--- src/hdl/usart_pkg.sv ---
package usart_pkg;
  // ----------------------------------------
  // Register byte offsets
  // ----------------------------------------
  localparam logic [7:0] ADDR_DATA = 8'h00;
  localparam logic [7:0] ADDR_STATUS = 8'h04;
  localparam logic [7:0] ADDR_CONTROL = 8'h08;
  localparam logic [7:0] ADDR_FORMAT = 8'h0c;
  localparam logic [7:0] ADDR_BAUD = 8'h10;
  // ----------------------------------------
  // Field positions
  // ----------------------------------------
  localparam int ST_RX_COMPLETE = 7;
  localparam int ST_TX_COMPLETE = 6;
  localparam int ST_TX_EMPTY = 5;
  localparam int ST_DOUBLE_SPEED = 1;
  localparam int CT_TX_COMPLETE_IE = 6;
  localparam int CT_TX_EMPTY_IE = 5;
  localparam int CT_RX_ENABLE = 4;
  localparam int CT_SIZE_TOP = 2;
  localparam int CT_RX_NINTH = 1;
  localparam int CT_TX_NINTH = 0;
  localparam int CT_TX_ENABLE = 3;
  localparam int FM_SYNC_MODE = 6;
  localparam int FM_PARITY_EN = 5;
  localparam int FM_PARITY_ODD = 4;
  localparam int FM_STOP_TWO = 3;
  localparam int FM_SIZE_HI = 2;
  localparam int FM_SIZE_LO = 1;
  // ----------------------------------------
  // Reset values and codes
  // ----------------------------------------
  localparam logic [7:0] CONTROL_RST = 8'h00;
  localparam logic [6:0] FORMAT_RST = 7'h06;
  localparam logic [11:0] BAUD_RST = 12'h000;
  localparam logic [2:0] SIZE_NINE = 3'h7;
  localparam logic [4:0] OVS_NORMAL = 5'h10;
  localparam logic [4:0] OVS_DOUBLE = 5'h08;
  localparam logic [1:0] HTRANS_NONSEQ = 2'h2;
  localparam logic [1:0] HRESP_OKAY = 2'h0;
  // ----------------------------------------
  // Carriers
  // ----------------------------------------
  typedef struct packed {
    logic hsel;
    logic [31:0] haddr;
    logic [1:0] htrans;
    logic hwrite;
    logic [2:0] hsize;
    logic hready;
  } ahb_req_t;
  typedef struct packed {
    logic sync_mode;
    logic parity_en;
    logic parity_odd;
    logic stop_two;
    logic [3:0] nbits;
  } frame_cfg_t;
endpackage

--- src/hdl/usart_tx_rx_framing.sv ---
// What this block does
// - Transmit enable takes over transmit pin
// - Sync mode: serial clock pin drives transmission
// - Data write loads buffer; moves when shifter free
// - Shifter sends whole frame at baud rate
// - Short characters ignore upper written bits
// - Empty flag tracks buffer; data write clears
// - Empty interrupt requested while flag set
// - Complete flag sets when frame out, buffer empty
// - Complete flag clears on ack or one
// - Complete interrupt requested when flag set
// - Parity bit after data, before stop
// - Disable waits for drain, then releases pin
// - Receive enable takes over receive pin
// - Sync mode: serial clock pin is receive clock
// - Start bit begins reception, bits shifted in
// - Second stop bit ignored by receiver
// - First stop moves frame into receive buffer
// - Short characters read upper bits zero
// - Frame: start low, LSB first, stops high
// - Parity is data xor, inverted when odd
// - Receive flag marks unread; disable flushes
module usart_tx_rx_framing #(
  parameter int BAUD_W = 12
) (
  // Clock and reset
  input wire logic i_sys_clk,
  input wire logic i_rst,
  // AHB-Lite slave
  input wire usart_pkg::ahb_req_t i_ahb,
  input wire logic [31:0] i_hwdata,
  output logic [31:0] o_hrdata,
  output logic o_hreadyout,
  output logic [1:0] o_hresp,
  // Serial pins
  output logic o_txd,
  output logic o_txd_oe,
  input wire logic i_rxd,
  output logic o_rxd_owned,
  input wire logic i_xck,
  output logic o_xck,
  output logic o_xck_oe,
  // Interrupt requests
  input wire logic i_global_irq_en,
  input wire logic i_tx_done_irq_taken,
  output logic o_tx_empty_irq,
  output logic o_tx_done_irq
);
  // ----------------------------------------
  // Helpers
  // ----------------------------------------
  function automatic logic [3:0] data_bits(input logic [2:0] code);
    if (code == usart_pkg::SIZE_NINE) begin
      return 4'h9;
    end else if (code[2]) begin
      return 4'h8;
    end
    return 4'h5 + {2'h0, code[1:0]};
  endfunction

  function automatic logic [8:0] mask_data(input logic [8:0] d, input logic [3:0] n);
    logic [8:0] m;
    m = '0;
    for (int i = 0; i < 9; i++) begin
      m[i] = (i < int'(n)) ? d[i] : 1'b0;
    end
    return m;
  endfunction

  function automatic logic parity_of(input logic [8:0] d, input usart_pkg::frame_cfg_t c);
    return (^mask_data(d, c.nbits)) ^ c.parity_odd;
  endfunction

  function automatic logic [12:0] build_frame(input logic [8:0] d, input usart_pkg::frame_cfg_t c);
    logic [12:0] f;
    logic [8:0] m;
    f = '1;
    m = mask_data(d, c.nbits);
    f[0] = 1'b0;
    for (int i = 0; i < 9; i++) begin
      if (i < int'(c.nbits)) begin
        f[i + 1] = m[i];
      end
    end
    if (c.parity_en) begin
      f[c.nbits + 4'h1] = parity_of(d, c);
    end
    return f;
  endfunction

  // ----------------------------------------
  // Register state
  // ----------------------------------------
  localparam logic [BAUD_W-1:0] BAUD_RST_W = BAUD_W'(usart_pkg::BAUD_RST);
  logic [7:0] ctrl_ff;
  logic [6:0] fmt_ff;
  logic [BAUD_W-1:0] baud_ff;
  logic dbl_ff;
  logic wr_pend_ff;
  logic [7:0] wr_addr_ff;
  logic [8:0] tx_buf_ff;
  logic tx_full_ff;
  logic tx_done_ff;
  logic tx_own_ff;
  logic tx_busy_ff;
  logic [3:0] tx_left_ff;
  logic [11:0] tx_sh_ff;
  logic [4:0] tx_os_ff;
  logic [BAUD_W-1:0] baud_cnt_ff;
  logic rx_busy_ff;
  logic [3:0] rx_left_ff;
  logic [10:0] rx_sh_ff;
  logic [4:0] rx_os_ff;
  logic [8:0] rx_buf_ff;
  logic rx_full_ff;
  usart_pkg::frame_cfg_t cfg;
  logic ap_valid;
  logic rd_data;
  logic wr_data;
  logic wr_status;
  logic tick;
  logic [4:0] ovs;
  logic tx_step;
  logic tx_last;
  logic tx_load;
  logic tx_done_set;
  logic [3:0] tx_count;
  logic rx_sample;
  logic rx_start;
  logic rx_done;
  logic [3:0] rx_total;
  logic [10:0] nxt_rx_sh;
  logic [8:0] rx_word;

  assign cfg.sync_mode = fmt_ff[usart_pkg::FM_SYNC_MODE];
  assign cfg.parity_en = fmt_ff[usart_pkg::FM_PARITY_EN];
  assign cfg.parity_odd = fmt_ff[usart_pkg::FM_PARITY_ODD];
  assign cfg.stop_two = fmt_ff[usart_pkg::FM_STOP_TWO];
  assign cfg.nbits = data_bits({ctrl_ff[usart_pkg::CT_SIZE_TOP], fmt_ff[usart_pkg::FM_SIZE_HI:usart_pkg::FM_SIZE_LO]});

  // ----------------------------------------
  // AHB-Lite slave
  // ----------------------------------------
  assign ap_valid = i_ahb.hsel && i_ahb.htrans[1] && i_ahb.hready;
  assign rd_data = ap_valid && !i_ahb.hwrite && i_ahb.haddr[7:0] == usart_pkg::ADDR_DATA;
  assign wr_data = wr_pend_ff && wr_addr_ff == usart_pkg::ADDR_DATA;
  assign wr_status = wr_pend_ff && wr_addr_ff == usart_pkg::ADDR_STATUS;

  always_ff @(posedge i_sys_clk or posedge i_rst) begin
    if (i_rst) begin
      wr_pend_ff <= 1'b0;
      wr_addr_ff <= 8'h00;
      o_hreadyout <= 1'b0;
      o_hresp <= usart_pkg::HRESP_OKAY;
    end else begin
      wr_pend_ff <= ap_valid && i_ahb.hwrite && i_ahb.haddr[31:8] == 24'h000000;
      wr_addr_ff <= i_ahb.haddr[7:0];
      o_hreadyout <= 1'b1;
      o_hresp <= usart_pkg::HRESP_OKAY;
    end
  end

  always_ff @(posedge i_sys_clk or posedge i_rst) begin
    if (i_rst) begin
      o_hrdata <= 32'h00000000;
    end else if (ap_valid && !i_ahb.hwrite) begin
      o_hrdata <= 32'h00000000;
      if (i_ahb.haddr[31:8] != 24'h000000) begin
        o_hrdata <= 32'h00000000;
      end else if (i_ahb.haddr[7:0] == usart_pkg::ADDR_DATA) begin
        o_hrdata[7:0] <= rx_buf_ff[7:0];
      end else if (i_ahb.haddr[7:0] == usart_pkg::ADDR_STATUS) begin
        o_hrdata[usart_pkg::ST_RX_COMPLETE] <= rx_full_ff;
        o_hrdata[usart_pkg::ST_TX_COMPLETE] <= tx_done_ff;
        o_hrdata[usart_pkg::ST_TX_EMPTY] <= !tx_full_ff;
        o_hrdata[usart_pkg::ST_DOUBLE_SPEED] <= dbl_ff;
      end else if (i_ahb.haddr[7:0] == usart_pkg::ADDR_CONTROL) begin
        o_hrdata[7:0] <= {ctrl_ff[7:2], rx_buf_ff[8], ctrl_ff[0]};
      end else if (i_ahb.haddr[7:0] == usart_pkg::ADDR_FORMAT) begin
        o_hrdata[6:0] <= fmt_ff;
      end else if (i_ahb.haddr[7:0] == usart_pkg::ADDR_BAUD) begin
        o_hrdata[BAUD_W-1:0] <= baud_ff;
      end
    end
  end

  always_ff @(posedge i_sys_clk or posedge i_rst) begin
    if (i_rst) begin
      ctrl_ff <= usart_pkg::CONTROL_RST;
      fmt_ff <= usart_pkg::FORMAT_RST;
      baud_ff <= BAUD_RST_W;
      dbl_ff <= 1'b0;
    end else if (wr_pend_ff) begin
      if (wr_addr_ff == usart_pkg::ADDR_CONTROL) begin
        ctrl_ff <= {i_hwdata[7:2], 1'b0, i_hwdata[0]};
      end else if (wr_addr_ff == usart_pkg::ADDR_FORMAT) begin
        fmt_ff <= i_hwdata[6:0];
      end else if (wr_addr_ff == usart_pkg::ADDR_BAUD) begin
        baud_ff <= i_hwdata[BAUD_W-1:0];
      end else if (wr_addr_ff == usart_pkg::ADDR_STATUS) begin
        dbl_ff <= i_hwdata[usart_pkg::ST_DOUBLE_SPEED];
      end
    end
  end

  // ----------------------------------------
  // Baud and serial clock
  // ----------------------------------------
  assign tick = baud_cnt_ff == '0;
  assign ovs = dbl_ff ? usart_pkg::OVS_DOUBLE : usart_pkg::OVS_NORMAL;

  always_ff @(posedge i_sys_clk or posedge i_rst) begin
    if (i_rst) begin
      baud_cnt_ff <= '0;
    end else begin
      baud_cnt_ff <= tick ? baud_ff : baud_cnt_ff - 1'b1;
    end
  end

  always_ff @(posedge i_sys_clk or posedge i_rst) begin
    if (i_rst) begin
      o_xck <= 1'b0;
      o_xck_oe <= 1'b0;
    end else begin
      o_xck_oe <= cfg.sync_mode && (tx_own_ff || ctrl_ff[usart_pkg::CT_RX_ENABLE]);
      if (!cfg.sync_mode) begin
        o_xck <= 1'b0;
      end else if (tick) begin
        o_xck <= !o_xck;
      end
    end
  end

  // ----------------------------------------
  // Transmitter
  // ----------------------------------------
  assign tx_step = cfg.sync_mode ? (tick && !o_xck) : (tick && tx_os_ff == ovs - 5'h01);
  assign tx_last = tx_busy_ff && tx_left_ff == 4'h1;
  assign tx_load = tx_step && tx_full_ff && tx_own_ff && (!tx_busy_ff || tx_last);
  assign tx_done_set = tx_step && tx_last && !tx_full_ff;
  assign tx_count = 4'h3 + cfg.nbits + {3'h0, cfg.parity_en} + {3'h0, cfg.stop_two} - 4'h1;

  always_ff @(posedge i_sys_clk or posedge i_rst) begin
    if (i_rst) begin
      tx_os_ff <= 5'h00;
    end else if (tick) begin
      tx_os_ff <= (tx_os_ff >= ovs - 5'h01) ? 5'h00 : tx_os_ff + 5'h01;
    end
  end

  always_ff @(posedge i_sys_clk or posedge i_rst) begin
    if (i_rst) begin
      tx_buf_ff <= 9'h000;
      tx_full_ff <= 1'b0;
    end else begin
      if (wr_data) begin
        tx_buf_ff <= {ctrl_ff[usart_pkg::CT_TX_NINTH], i_hwdata[7:0]};
      end
      tx_full_ff <= wr_data || (tx_full_ff && !tx_load);
    end
  end

  always_ff @(posedge i_sys_clk or posedge i_rst) begin
    if (i_rst) begin
      tx_busy_ff <= 1'b0;
      tx_left_ff <= 4'h0;
      tx_sh_ff <= '1;
      o_txd <= 1'b1;
    end else if (tx_load) begin
      {tx_sh_ff, o_txd} <= build_frame(tx_buf_ff, cfg);
      tx_left_ff <= tx_count;
      tx_busy_ff <= 1'b1;
    end else if (tx_step && tx_busy_ff) begin
      if (tx_last) begin
        tx_busy_ff <= 1'b0;
        o_txd <= 1'b1;
      end else begin
        o_txd <= tx_sh_ff[0];
        tx_sh_ff <= {1'b1, tx_sh_ff[11:1]};
        tx_left_ff <= tx_left_ff - 4'h1;
      end
    end
  end

  always_ff @(posedge i_sys_clk or posedge i_rst) begin
    if (i_rst) begin
      tx_done_ff <= 1'b0;
    end else if (tx_done_set) begin
      tx_done_ff <= 1'b1;
    end else if (i_tx_done_irq_taken || (wr_status && i_hwdata[usart_pkg::ST_TX_COMPLETE])) begin
      tx_done_ff <= 1'b0;
    end
  end

  always_ff @(posedge i_sys_clk or posedge i_rst) begin
    if (i_rst) begin
      tx_own_ff <= 1'b0;
      o_txd_oe <= 1'b0;
    end else begin
      if (ctrl_ff[usart_pkg::CT_TX_ENABLE]) begin
        tx_own_ff <= 1'b1;
      end else if (!tx_busy_ff && !tx_full_ff) begin
        tx_own_ff <= 1'b0;
      end
      o_txd_oe <= ctrl_ff[usart_pkg::CT_TX_ENABLE] || (tx_own_ff && (tx_busy_ff || tx_full_ff));
    end
  end

  always_ff @(posedge i_sys_clk or posedge i_rst) begin
    if (i_rst) begin
      o_tx_empty_irq <= 1'b0;
      o_tx_done_irq <= 1'b0;
    end else begin
      o_tx_empty_irq <= i_global_irq_en && ctrl_ff[usart_pkg::CT_TX_EMPTY_IE] && !tx_full_ff;
      o_tx_done_irq <= i_global_irq_en && ctrl_ff[usart_pkg::CT_TX_COMPLETE_IE] && tx_done_ff;
    end
  end

  // ----------------------------------------
  // Receiver
  // ----------------------------------------
  assign rx_total = cfg.nbits + {3'h0, cfg.parity_en} + 4'h1;
  assign rx_start = !rx_busy_ff && !i_rxd && (cfg.sync_mode ? (tick && o_xck) :
                    (tick && rx_os_ff == (ovs >> 1) - 5'h01));
  assign rx_sample = rx_busy_ff && tick && (cfg.sync_mode ? o_xck : rx_os_ff == ovs - 5'h01);
  assign rx_done = rx_sample && rx_left_ff == 4'h1;
  assign nxt_rx_sh = {i_rxd, rx_sh_ff[10:1]};
  assign rx_word = mask_data(9'(nxt_rx_sh >> (4'd11 - rx_total)), cfg.nbits);

  always_ff @(posedge i_sys_clk or posedge i_rst) begin
    if (i_rst) begin
      rx_os_ff <= 5'h00;
    end else if (rx_start || rx_sample || (!rx_busy_ff && i_rxd)) begin
      rx_os_ff <= 5'h00;
    end else if (tick) begin
      rx_os_ff <= rx_os_ff + 5'h01;
    end
  end

  always_ff @(posedge i_sys_clk or posedge i_rst) begin
    if (i_rst) begin
      rx_busy_ff <= 1'b0;
      rx_left_ff <= 4'h0;
      rx_sh_ff <= 11'h000;
    end else if (!ctrl_ff[usart_pkg::CT_RX_ENABLE]) begin
      rx_busy_ff <= 1'b0;
    end else if (rx_start) begin
      rx_busy_ff <= 1'b1;
      rx_left_ff <= rx_total;
    end else if (rx_sample) begin
      rx_sh_ff <= nxt_rx_sh;
      rx_left_ff <= rx_left_ff - 4'h1;
      rx_busy_ff <= !rx_done;
    end
  end

  always_ff @(posedge i_sys_clk or posedge i_rst) begin
    if (i_rst) begin
      rx_buf_ff <= 9'h000;
      rx_full_ff <= 1'b0;
      o_rxd_owned <= 1'b0;
    end else begin
      o_rxd_owned <= ctrl_ff[usart_pkg::CT_RX_ENABLE];
      if (!ctrl_ff[usart_pkg::CT_RX_ENABLE]) begin
        rx_full_ff <= 1'b0;
      end else if (rx_done) begin
        rx_buf_ff <= rx_word;
        rx_full_ff <= 1'b1;
      end else if (rd_data) begin
        rx_full_ff <= 1'b0;
      end
    end
  end
endmodule

--- config.mk ---
export PLATFORM = sky130hd
export DESIGN_NAME = usart_tx_rx_framing
export DESIGN_NICKNAME = d
export VERILOG_FILES = /design/src/hdl/usart_pkg.sv /design/src/hdl/usart_tx_rx_framing.sv
export SDC_FILE = /design/constraint.sdc
export NUM_CORES = 1
export LEC_CHECK = 0
export ABC_CLOCK_PERIOD_IN_PS = 8400
export BUFFER_PORTS_ARGS = -buffer_cell sky130_fd_sc_hd__clkbuf_2
export CAP_MARGIN = 20
export CORE_UTILIZATION = 50
export DETAILED_ROUTE_END_ITERATION = 12
export HOLD_SLACK_MARGIN = 0.02
export PLACE_DENSITY = 0.78
export SLEW_MARGIN = 20
export SYNTH_ARGS = -nofsm -noshare
export SYNTH_HDL_FRONTEND = slang
export SYNTH_SLANG_ARGS = --single-unit
--- constraint.sdc ---
create_clock -name i_sys_clk -period 8.4 [get_ports i_sys_clk]
set_input_delay 0 -clock i_sys_clk [delete_from_list [all_inputs] [get_ports i_sys_clk]]
set_output_delay 0 -clock i_sys_clk [all_outputs]
set_load 0.01 [all_outputs]
# After elaboration in Yosys (flattened, before gate mapping)
# Cells that the tools add are included.
[word_totals] out_inout_bits=42 ff_bits=133 wordCells=246 in_bits=78
[classes] n_lt_le_gt_ge=12 add_sub_neg=16 n_bitwise=5 mux=92 reduce_logical=72 shifts=1 eq_ne=18
[op_table] cell="12-bit two-way mux" n=6
[op_table] cell="1-bit two-way mux" n=62
[op_table] cell="4-bit two-way mux" n=11
[op_table] cell="1-bit logical AND" n=35
[op_table] cell="8-bit by 4-bit == test with 1-bit output (second input constant)" n=4
[op_table] cell="5-bit two-way mux" n=5
[op_table] cell="24-bit zero test" n=1
[op_table] cell="24-bit nonzero test" n=1
[op_table] cell="8-bit by 3-bit == test with 1-bit output (second input constant)" n=2
[op_table] cell="8-bit by 5-bit == test with 1-bit output (second input constant)" n=2
[op_table] cell="8-bit zero test" n=2
[op_table] cell="3-bit by 4-bit less-than comparator with 1-bit output (first input constant)" n=4
[op_table] cell="8-bit two-way mux" n=2
[op_table] cell="5-bit == test" n=3
[op_table] cell="13-bit bitwise mux" n=1
[op_table] cell="13-bit two-way mux" n=1
[op_table] cell="4-bit by 1-bit adder with 4-bit output" n=3
[op_table] cell="12-bit zero test" n=1
[op_table] cell="2-bit nonzero test" n=6
[op_table] cell="12-bit by 1-bit subtractor with 12-bit output (second input constant)" n=1
[op_table] cell="4-bit by 1-bit subtractor with 4-bit output (second input constant)" n=3
[op_table] cell="11-bit by 4-bit right shift with 9-bit output" n=1
[op_table] cell="5-bit by 1-bit adder with 5-bit output (second input constant)" n=2
[op_table] cell="2-bit AND reduction" n=5
[op_table] cell="27 further kinds" n=52

# Longest topological paths before layout
# Gate-level depths: netlist of the first run.
[depth] ltp_word=12 mapped_depth=14 ltp_nobuf=12

# Worst setup path before layout of the first run
# Ideal clock, no wire load.
[synth_timing] path_kind="flip-flop to flip-flop" from="reg fmt_ff[1]" to="reg rx_buf_ff[2]" setup_ns=0.144 t_arrival_ns=3.064 path_slack_ns=5.193 n_path_buf=2 required_time_ns=8.256 stages_incl_launch_ff=15 period_less_slack_ns=3.207 path_cell_list="dfstp_2 clkbuf_1 inv_1 mux2_2 inv_1 ha_1 inv_1 ha_1 clkbuf_1 mux4_2 nand2_1 o21ai_0 a22o_1 a22oi_1 a21oi_1"
[synth_via] elab_chain_len=8 elab_cells_between_ends=11 classes_between="4 x add/sub; 1 x order compare; 1 x eq/ne; 1 x shift; 4 x mux"
[synth_rtl] item="start: declaration" line="usart_tx_rx_framing.sv:96" source="logic [6:0] fmt_ff;"
[synth_rtl] item="start signal: assignment" line="usart_tx_rx_framing.sv:190" source="fmt_ff <= usart_pkg::FORMAT_RST;"
[synth_rtl] item="start signal: assignment" line="usart_tx_rx_framing.sv:197" source="fmt_ff <= i_hwdata[6:0];"
[synth_rtl] item="parallel branches: the longest is 2 deep, another holds 3-bit by 2-bit adder with 4-bit output"
[synth_rtl] item="4-bit two-way mux *" line="usart_tx_rx_framing.sv:58" source="return 4'h5 + {2'h0, code[1:0]};"
[synth_rtl] item="4-bit by 1-bit adder with 4-bit output (2 in series)" line="usart_tx_rx_framing.sv:322" source="assign rx_total = cfg.nbits + {3'h0, cfg.parity_en} + 4'h1;"
[synth_rtl] item="4-bit subtractor" line="usart_tx_rx_framing.sv:328" source="assign rx_word = mask_data(9'(nxt_rx_sh >> (4'd11 - rx_total)), cfg.nbits);"
[synth_rtl] item="11-bit by 4-bit right shift with 9-bit output" line="usart_tx_rx_framing.sv:328"
[synth_rtl] item="1-bit two-way mux *" line="usart_tx_rx_framing.sv:65" source="m[i] = (i < int'(n)) ? d[i] : 1'b0;"
[synth_rtl] item="end signal: assignment" line="usart_tx_rx_framing.sv:367" source="rx_buf_ff <= rx_word;"
[synth_rtl] item="end: declaration" line="usart_tx_rx_framing.sv:114" source="logic [8:0] rx_buf_ff;"
# Mark *: on every way between the ends.
# A chain may end at the register's enable or synchronous reset.

# Final worst setup path of the first run
[layout_timing] from="reg fmt_ff[1]" to="reg tx_sh_ff[4]"
[layout_via] elab_chain_len=11 elab_cells_between_ends=36 classes_between="2 x add/sub; 11 x order compare; 1 x eq/ne; 19 x mux; 1 x bitwise; 2 x reduce/logical"
[layout_rtl] item="parallel branches: the longest is 2 deep, another holds 3-bit by 2-bit adder with 4-bit output"
[layout_rtl] item="4-bit two-way mux *" line="usart_tx_rx_framing.sv:58"
[layout_rtl] item="4-bit by 1-bit adder with 4-bit output" line="usart_tx_rx_framing.sv:86" source="f[c.nbits + 4'h1] = parity_of(d, c);"
[layout_rtl] item="4-bit by 5-bit less-than comparator with 1-bit output (implied by the code) / 4-bit by 1-bit >= comparator with 1-bit output (equally long branches)" line="usart_tx_rx_framing.sv:86"
[layout_rtl] item="1-bit logical AND (implied by the code)" line="usart_tx_rx_framing.sv:86"
[layout_rtl] item="1-bit two-way mux (implied by the code)" line="usart_tx_rx_framing.sv:86"
[layout_rtl] item="1-bit demux with 4-bit select" line="usart_tx_rx_framing.sv:86"
[layout_rtl] item="13-bit bitwise mux" line="usart_tx_rx_framing.sv:86"
[layout_rtl] item="13-bit two-way mux *" line="usart_tx_rx_framing.sv:85" source="if (c.parity_en) begin"
[layout_rtl] item="12-bit two-way mux *" line="usart_tx_rx_framing.sv:269" source="end else if (tx_load) begin"
[layout_rtl] item="end signal: assignment" line="usart_tx_rx_framing.sv:270" source="{tx_sh_ff, o_txd} <= build_frame(tx_buf_ff, cfg);"
[layout_rtl] item="end signal: assignment" line="usart_tx_rx_framing.sv:279" source="tx_sh_ff <= {1'b1, tx_sh_ff[11:1]};"
[layout_rtl] item="end: declaration" line="usart_tx_rx_framing.sv:107" source="logic [11:0] tx_sh_ff;"
# Mark *: on every way between the ends. The select of a mux whose other input is x is not followed.

==> flow_summary.toml, run 1 <==
[sta]
skew_ps = 9.46
final-setup-viol-count = 0
rsz0062_at_grt = "false"
worstMarginPinSlew_ps = 759
clock.fmax_mhz = 293
drv_slew = 0
maxSlewHeadroom_pct = 49.0
setup_tns_ps = 0
min_period_ps = 3420
worst_hold_slack_ps = 58.5
hold_viol_final = 0
period_share_pct = 40.7

[place]
hpwl_mm = 12.5
placed_area_um2 = 7390
port_buffers = 72
gp_congestion = 0.865

[power_and_ir_drop]
leakagePower_nw = 3.66
comb_power_share_pct = 10.5
irDropWorstVdd_uv = 148
total_power_mw = 1.58
p_sw_uw = 449
power.density_nw_per_um2 = 192
clock_power_share_pct = 45.0
pwr-share-seq_pct = 44.6
internal_power_mw = 1.13
switching_share_pct = 28.4

[clock_network]
clock_path_buffers = 2
h-tree-depth = 4
clk_pin_slew_ps = 70
clock_sinks = 132
cts_setup_buffers = 0
cts_tree = "yes"
numCtsBuffers = 17
cts_hold_buffers = 26
root_buffer = "clkbuf_16"
clk_latency_ps = 430
cts_resized = 0

[route]
viasPerCell = 5.82
firstDrtPassIters = 5
drc = 0
routed-via-count = 5661
drtAntennaViolNets = 0
first_iter_violations = 595
wl_per_cell_um = 18.1
routed_wl_mm = 17.6

[worst_setup_path]
crit_required_ps = 8750
timing.rr.start = "fmt_ff[1]"
path_cells = "ha_1, or2_2, clkinv_1, ha_1, nand2b_1, xnor2_1, xnor2_1, xnor3_1, nor4b_1, o21ai_0"
cp-end-kind = "flip-flop"
r2r_slack_ps = 4980
critPathKind = "reg -> reg"
critical-path-top-delay-family = "simple AND/OR/NAND/NOR gates"
path_buf_inv = 1
arrival_ps = 3770
cp-start-kind = "flip-flop"
reg2reg_depth = 10
worstPathMaxFanout = 15
r2r_end = "tx_sh_ff[4]"
slowest_delay_ps = 640
crit_path_start = "fmt_ff[1]"
cpMaxStageDelayCell = "dfstp_2"

[yosys]
synthFlopType = "dfrtp_1"
yosys-top-cells-area = "dfrtp_1 42%, mux2_2 8.9%, dfstp_2 5.6%, o21ai_0 3.9%, a21oi_1 3.7%"
synthArstFlopShare_pct = 100
syn_area_um2 = 6990
synthCells = 691
yosysTopAreaCellShare_pct = 41.9
syn_avg_cell_area_um2 = 10.1
ys_types = 68
synth_edf_count = 0
yosys_warnings = 0
synth_seq_area_share_pct = 47.5
yosys_register_bits = 132
yosysTopAreaCell = "dfrtp_1"

[finish]
finish.utilization_pct = 61.2
nets = 876
antennaDiodeCount = 0
multi_input_area_um2 = 3390
final_cell_area_um2 = 8230
final.fill_count = 1074
syn_to_final_growth_pct = 17.7
drive_gt1_share_pct = 24.7
regArea_um2 = 3320

[grt]
grt_first_pass_wirelength_mm = 28.0
grt-ovfl-total = 0
grt_use_total_pct = 25.5
first_global_vias = 5564
antenna_found_initial = 0
grt_max_degree = 80

[floorplanning]
die_h_um = 120
die_w_um = 120
dieArea_um2 = 14500
io_pins = 120
initial_utilization_pct = 52.0
rows = 42
coreArea_um2 = 13500

[flow_run]
maxCapViolations = 0

[min_path]
min_delay_path_depth = 5
min_path_type = "in -> reg"
hp-start = "i_ahb[6]"
holdPathEnd = "o_hrdata[2]"

[status]
status = "finished, final reports clean"
-- kinds of logic after synthesis --
group | Yosys count | share of synthesized area, %
multiplexers | 64 | 11.2
XOR/XNOR | 21 | 2.83
AO/OA/AOI/OAI | 168 | 14.5
adder cells (fa/ha/maj) | 14 | 2.61
other | 2 | 0.107
flip-flops | 132 | 47.5
buffers and inverters | 71 | 5.21
AND/OR/NAND/NOR | 219 | 16.0
-- how the worst max path moves through the flow --
stage,endpoint,slack [ps],cells past startpoint
finish,tx_sh_ff[4],4980,10
global route,tx_sh_ff[7],4730,10
CTS,tx_sh_ff[4],5000,10
detailed placement,tx_sh_ff[4],5020,10
global placement,tx_sh_ff[4],5050,10
floorplan,baud_cnt_ff[0],4900,1
-- metal layers --
layer  track usage (%)  routed length [um]  vias to the layer above
li1                  -                   -                     2639
met1              32.6                7570                     2808
met2              43.0                8750                      192
met3              6.08                1010                       22
met4              7.95                 258                        0
met5                 0                   0                        -
-- power by group through the flow --
stage / registers (mW) / clock network (mW) / logic, mW
final: 0.705 / 0.711 / 0.166
after global routing: 0.710 / 0.748 / 0.185
after CTS: 0.704 / 0.720 / 0.166
after detailed placement: 0.714 / 0 / 0.155
after global placement: 0.710 / 0 / 0.148
after floorplan: 0.704 / 0 / 0.121
-- cells in the mapped netlist, drive strengths merged (8+ instances only) --
cell type	instances
nor4	20
inv	22
clkbuf	22
ha	13
mux2	55
a22o	8
a21oi	51
nand2b	12
nand3	11
nor3	11
buf	26
xnor2	14
o21ai	55
nor2	60
dfrtp	117
dfstp	15
o31ai	9
nand2	57
-- sequential cells by signal (all words and copies together) (netlist names), 4 cells and up --
name and flops:
baud_cnt_ff 12, baud_ff 12, ctrl_ff 7, fmt_ff 7
o_hrdata 12, rx_buf_ff 9, rx_left_ff 4, rx_os_ff 5
rx_sh_ff 10, tx_buf_ff 9, tx_left_ff 4, tx_os_ff 5
tx_sh_ff 12, wr_addr_ff 8
-- worst register-to-register path, stage by stage, from the launching register on --
cell and delay (ps):
dfstp_2 640, ha_1 250, or2_2 320, clkinv_1 300, ha_1 330, nand2b_1 170
xnor2_1 140, xnor2_1 210, xnor3_1 460, nor4b_1 370, o21ai_0 150
-- cells in the final DEF (no fill, tap or decap), drive strengths merged, types with 7 or more instances in the layout --
master       instances
a21oi               51
a22o                 8
a22oi                7
a31oi                7
clkbuf              89
conb                23
dfrtp              117
dfstp               15
dlygate4sd3         26
ha                  13
inv                 31
mux2                55
nand2               57
nand2b              12
nand3               11
nor2                60
nor3                11
nor4                20
o21ai               55
o22ai                7
o31ai                9
xnor2               14
-- per-stage QoR --
| stage | setup slack [ps] | cells |
|---|---|---|
| 3_5_place_dp | 5020 | 914 |
| 2_1_floorplan | 4900 | 712 |
| 4_1_cts | 5000 | 972 |
| 3_3_place_gp | 5050 | 914 |
| 6_report | 4980 | 973 |
| 5_1_grt | 4730 | 973 |
-- final cells by class --
class / instances / area share [%]
flip-flops and latches: 132 / 40.4
clock buffers: 17 / 5.17
inverters: 23 / 1.11
clock inverters: 15 / 1.70
multi-input cells: 509 / 41.2
well taps: 176 / 2.68
repair buffers: 101 / 7.79
No activity file was read; power rests on OpenSTA's default activity.
==> inputs of run 2 (changes only) <==
- ABC_CLOCK_PERIOD_IN_PS: 8400 -> 2880
- PLACE_DENSITY: 0.78 -> 0.81
- clock period: 8.4 -> 2.88 ns (I/O delays scaled with it)
==> flow_summary.toml, run 2 (synthesis gave the netlist of run 1 again) <==
[finish]
layout_common_cells = "117 x dfrtp_1, 72 x clkbuf_2, 60 x nor2_1, 57 x nand2_1, 55 x mux2_2"
layout_commonest_cell = "dfrtp_1"
final_cells = 1001
drive_gt1_share_pct = 28.1
nets = 904
antennaDiodeCount = 0
final.fill_count = 1013
syn_to_final_growth_pct = 22.2

[route]
drtAntennaViolNets = 0
drc = 0
firstDrtPassIters = 5
wl_per_cell_um = 18.3
viasPerCell = 5.94
routed_wl_mm = 18.3
first_iter_violations = 647
routed-via-count = 5948

[worst_setup_path]
r2r_slack_ps = 100
crit_required_ps = 3190
critPathKind = "reg -> reg"
slowest_delay_ps = 550
reg2reg_depth = 10
worstPathMaxFanout = 5
timing.rr.start = "fmt_ff[1]"
cp-end-kind = "flip-flop"
crit_top_cell = "inv_1"
cp-start-kind = "flip-flop"
cpMaxStageDelayCell = "dfstp_2"
crit_path_start = "fmt_ff[1]"
path_cells = "inv_1, mux2_2, inv_1, ha_4, inv_1, ha_4, mux4_2, a22oi_1, o22ai_1, mux2_2"
arrival_ps = 3090
r2r_end = "rx_buf_ff[1]"
crit_end = "rx_buf_ff[1]"

[min_path]
min_path_type = "in -> reg"
hp-start = "i_ahb[22]"

[place]
gp_congestion = 0.902
post-place-ws_ps = 44.5
hpwl_mm = 12.7
dpl.cell_count = 943
port_buffers = 72

[power_and_ir_drop]
power.density_nw_per_um2 = 547
irDropWorstVdd_uv = 485
leakagePower_nw = 3.81

[sta]
drv_slew = 0
hold_viol_final = 0
skew_ps = 9.82
worst_hold_slack_ps = 88.0
layout_setup_ws_ps = 96.0
min_period_ps = 2780
maxSlewHeadroom_pct = 52.6
worstMarginPinSlew_ps = 709
period_share_pct = 96.7
final-setup-viol-count = 0
clock.fmax_mhz = 359

[clock_network]
clk_latency_ps = 430
cts_tree = "yes"
clk_pin_slew_ps = 60
numCtsBuffers = 17
clock_path_buffers = 2
clock_sinks = 132
root_buffer = "clkbuf_16"
h-tree-depth = 4

[floorplanning]
rows = 42
die_h_um = 120
io_pins = 120
coreArea_um2 = 13500
initial_utilization_pct = 52.0
dieArea_um2 = 14500
die_w_um = 120

[grt]
grt_max_degree = 50
grt-ovfl-total = 0
first_global_vias = 5809
antenna_found_initial = 0
grt_first_pass_wirelength_mm = 29.3
grt_use_total_pct = 26.4

[status]
status = "finished, final reports clean"

[flow_run]
maxCapViolations = 0
run 2: cell type report:
cell class              instances  area (um^2)  area share (%)
inverters                      23         90.1            1.05
flip-flops and latches        132         3320            38.9
clock buffers                  18          439            5.14
well taps                     176          220            2.58
repair buffers                129          895            10.5
clock inverters                14          130            1.52
multi-input cells             509         3440            40.3
run 2: worst max-delay path: cells and delay by family (launching register included):
kind,cells,cell delay (ps)
adders and majority gates,2,450
buffers and inverters,3,270
AOI/OAI and AO/OA,2,300
DFF,1,550
muxes,3,1080
run 2: per-stage QoR:
step	power, mW	area [um^2]	utilization, %	setup TNS [ps]
after CTS	4.66	8490	63.1	0
final	4.67	8540	63.5	0
after global placement	2.55	7660	57.0	0
after global routing	4.82	8540	63.5	-30.7
after detailed placement	2.57	7660	57.0	0
after floorplan	2.41	7090	-	0
run 2: how the worst min path moves through the flow:
stage / endpoint / cells past startpoint
2_1_floorplan: wr_addr_ff[0] / 0
3_3_place_gp: o_hrdata[9] / 2
3_5_place_dp: baud_ff[9] / 2
4_1_cts: o_hrdata[0] / 6
5_1_grt: o_hrdata[3] / 5
6_report: o_hrdata[3] / 6
run 2: power breakdown:
group	internal [mW]	total [mW]	leakage, nW	switching [mW]
Clock	1.21	2.08	0.265	0.864
Combinational	0.245	0.538	1.90	0.293
Sequential	1.95	2.05	1.64	0.103
run 2: routing by layer:
layer | track usage [%] | part of all wire, % | vias to the layer above
li1 | - | - | 2710
met2 | 44.0 | 48 | 321
met4 | 13.3 | 4.7 | 0
met1 | 32.8 | 40 | 2843
met5 | 0 | 0 | -
met3 | 5.14 | 7.6 | 74
run 2: timing repair:
action	CTS	global route
hold buffers	26	0
endpoints found under the hold margin	80	0
gates resized for setup	0	10
buffers inserted	0	0
setup endpoints to repair	0	13
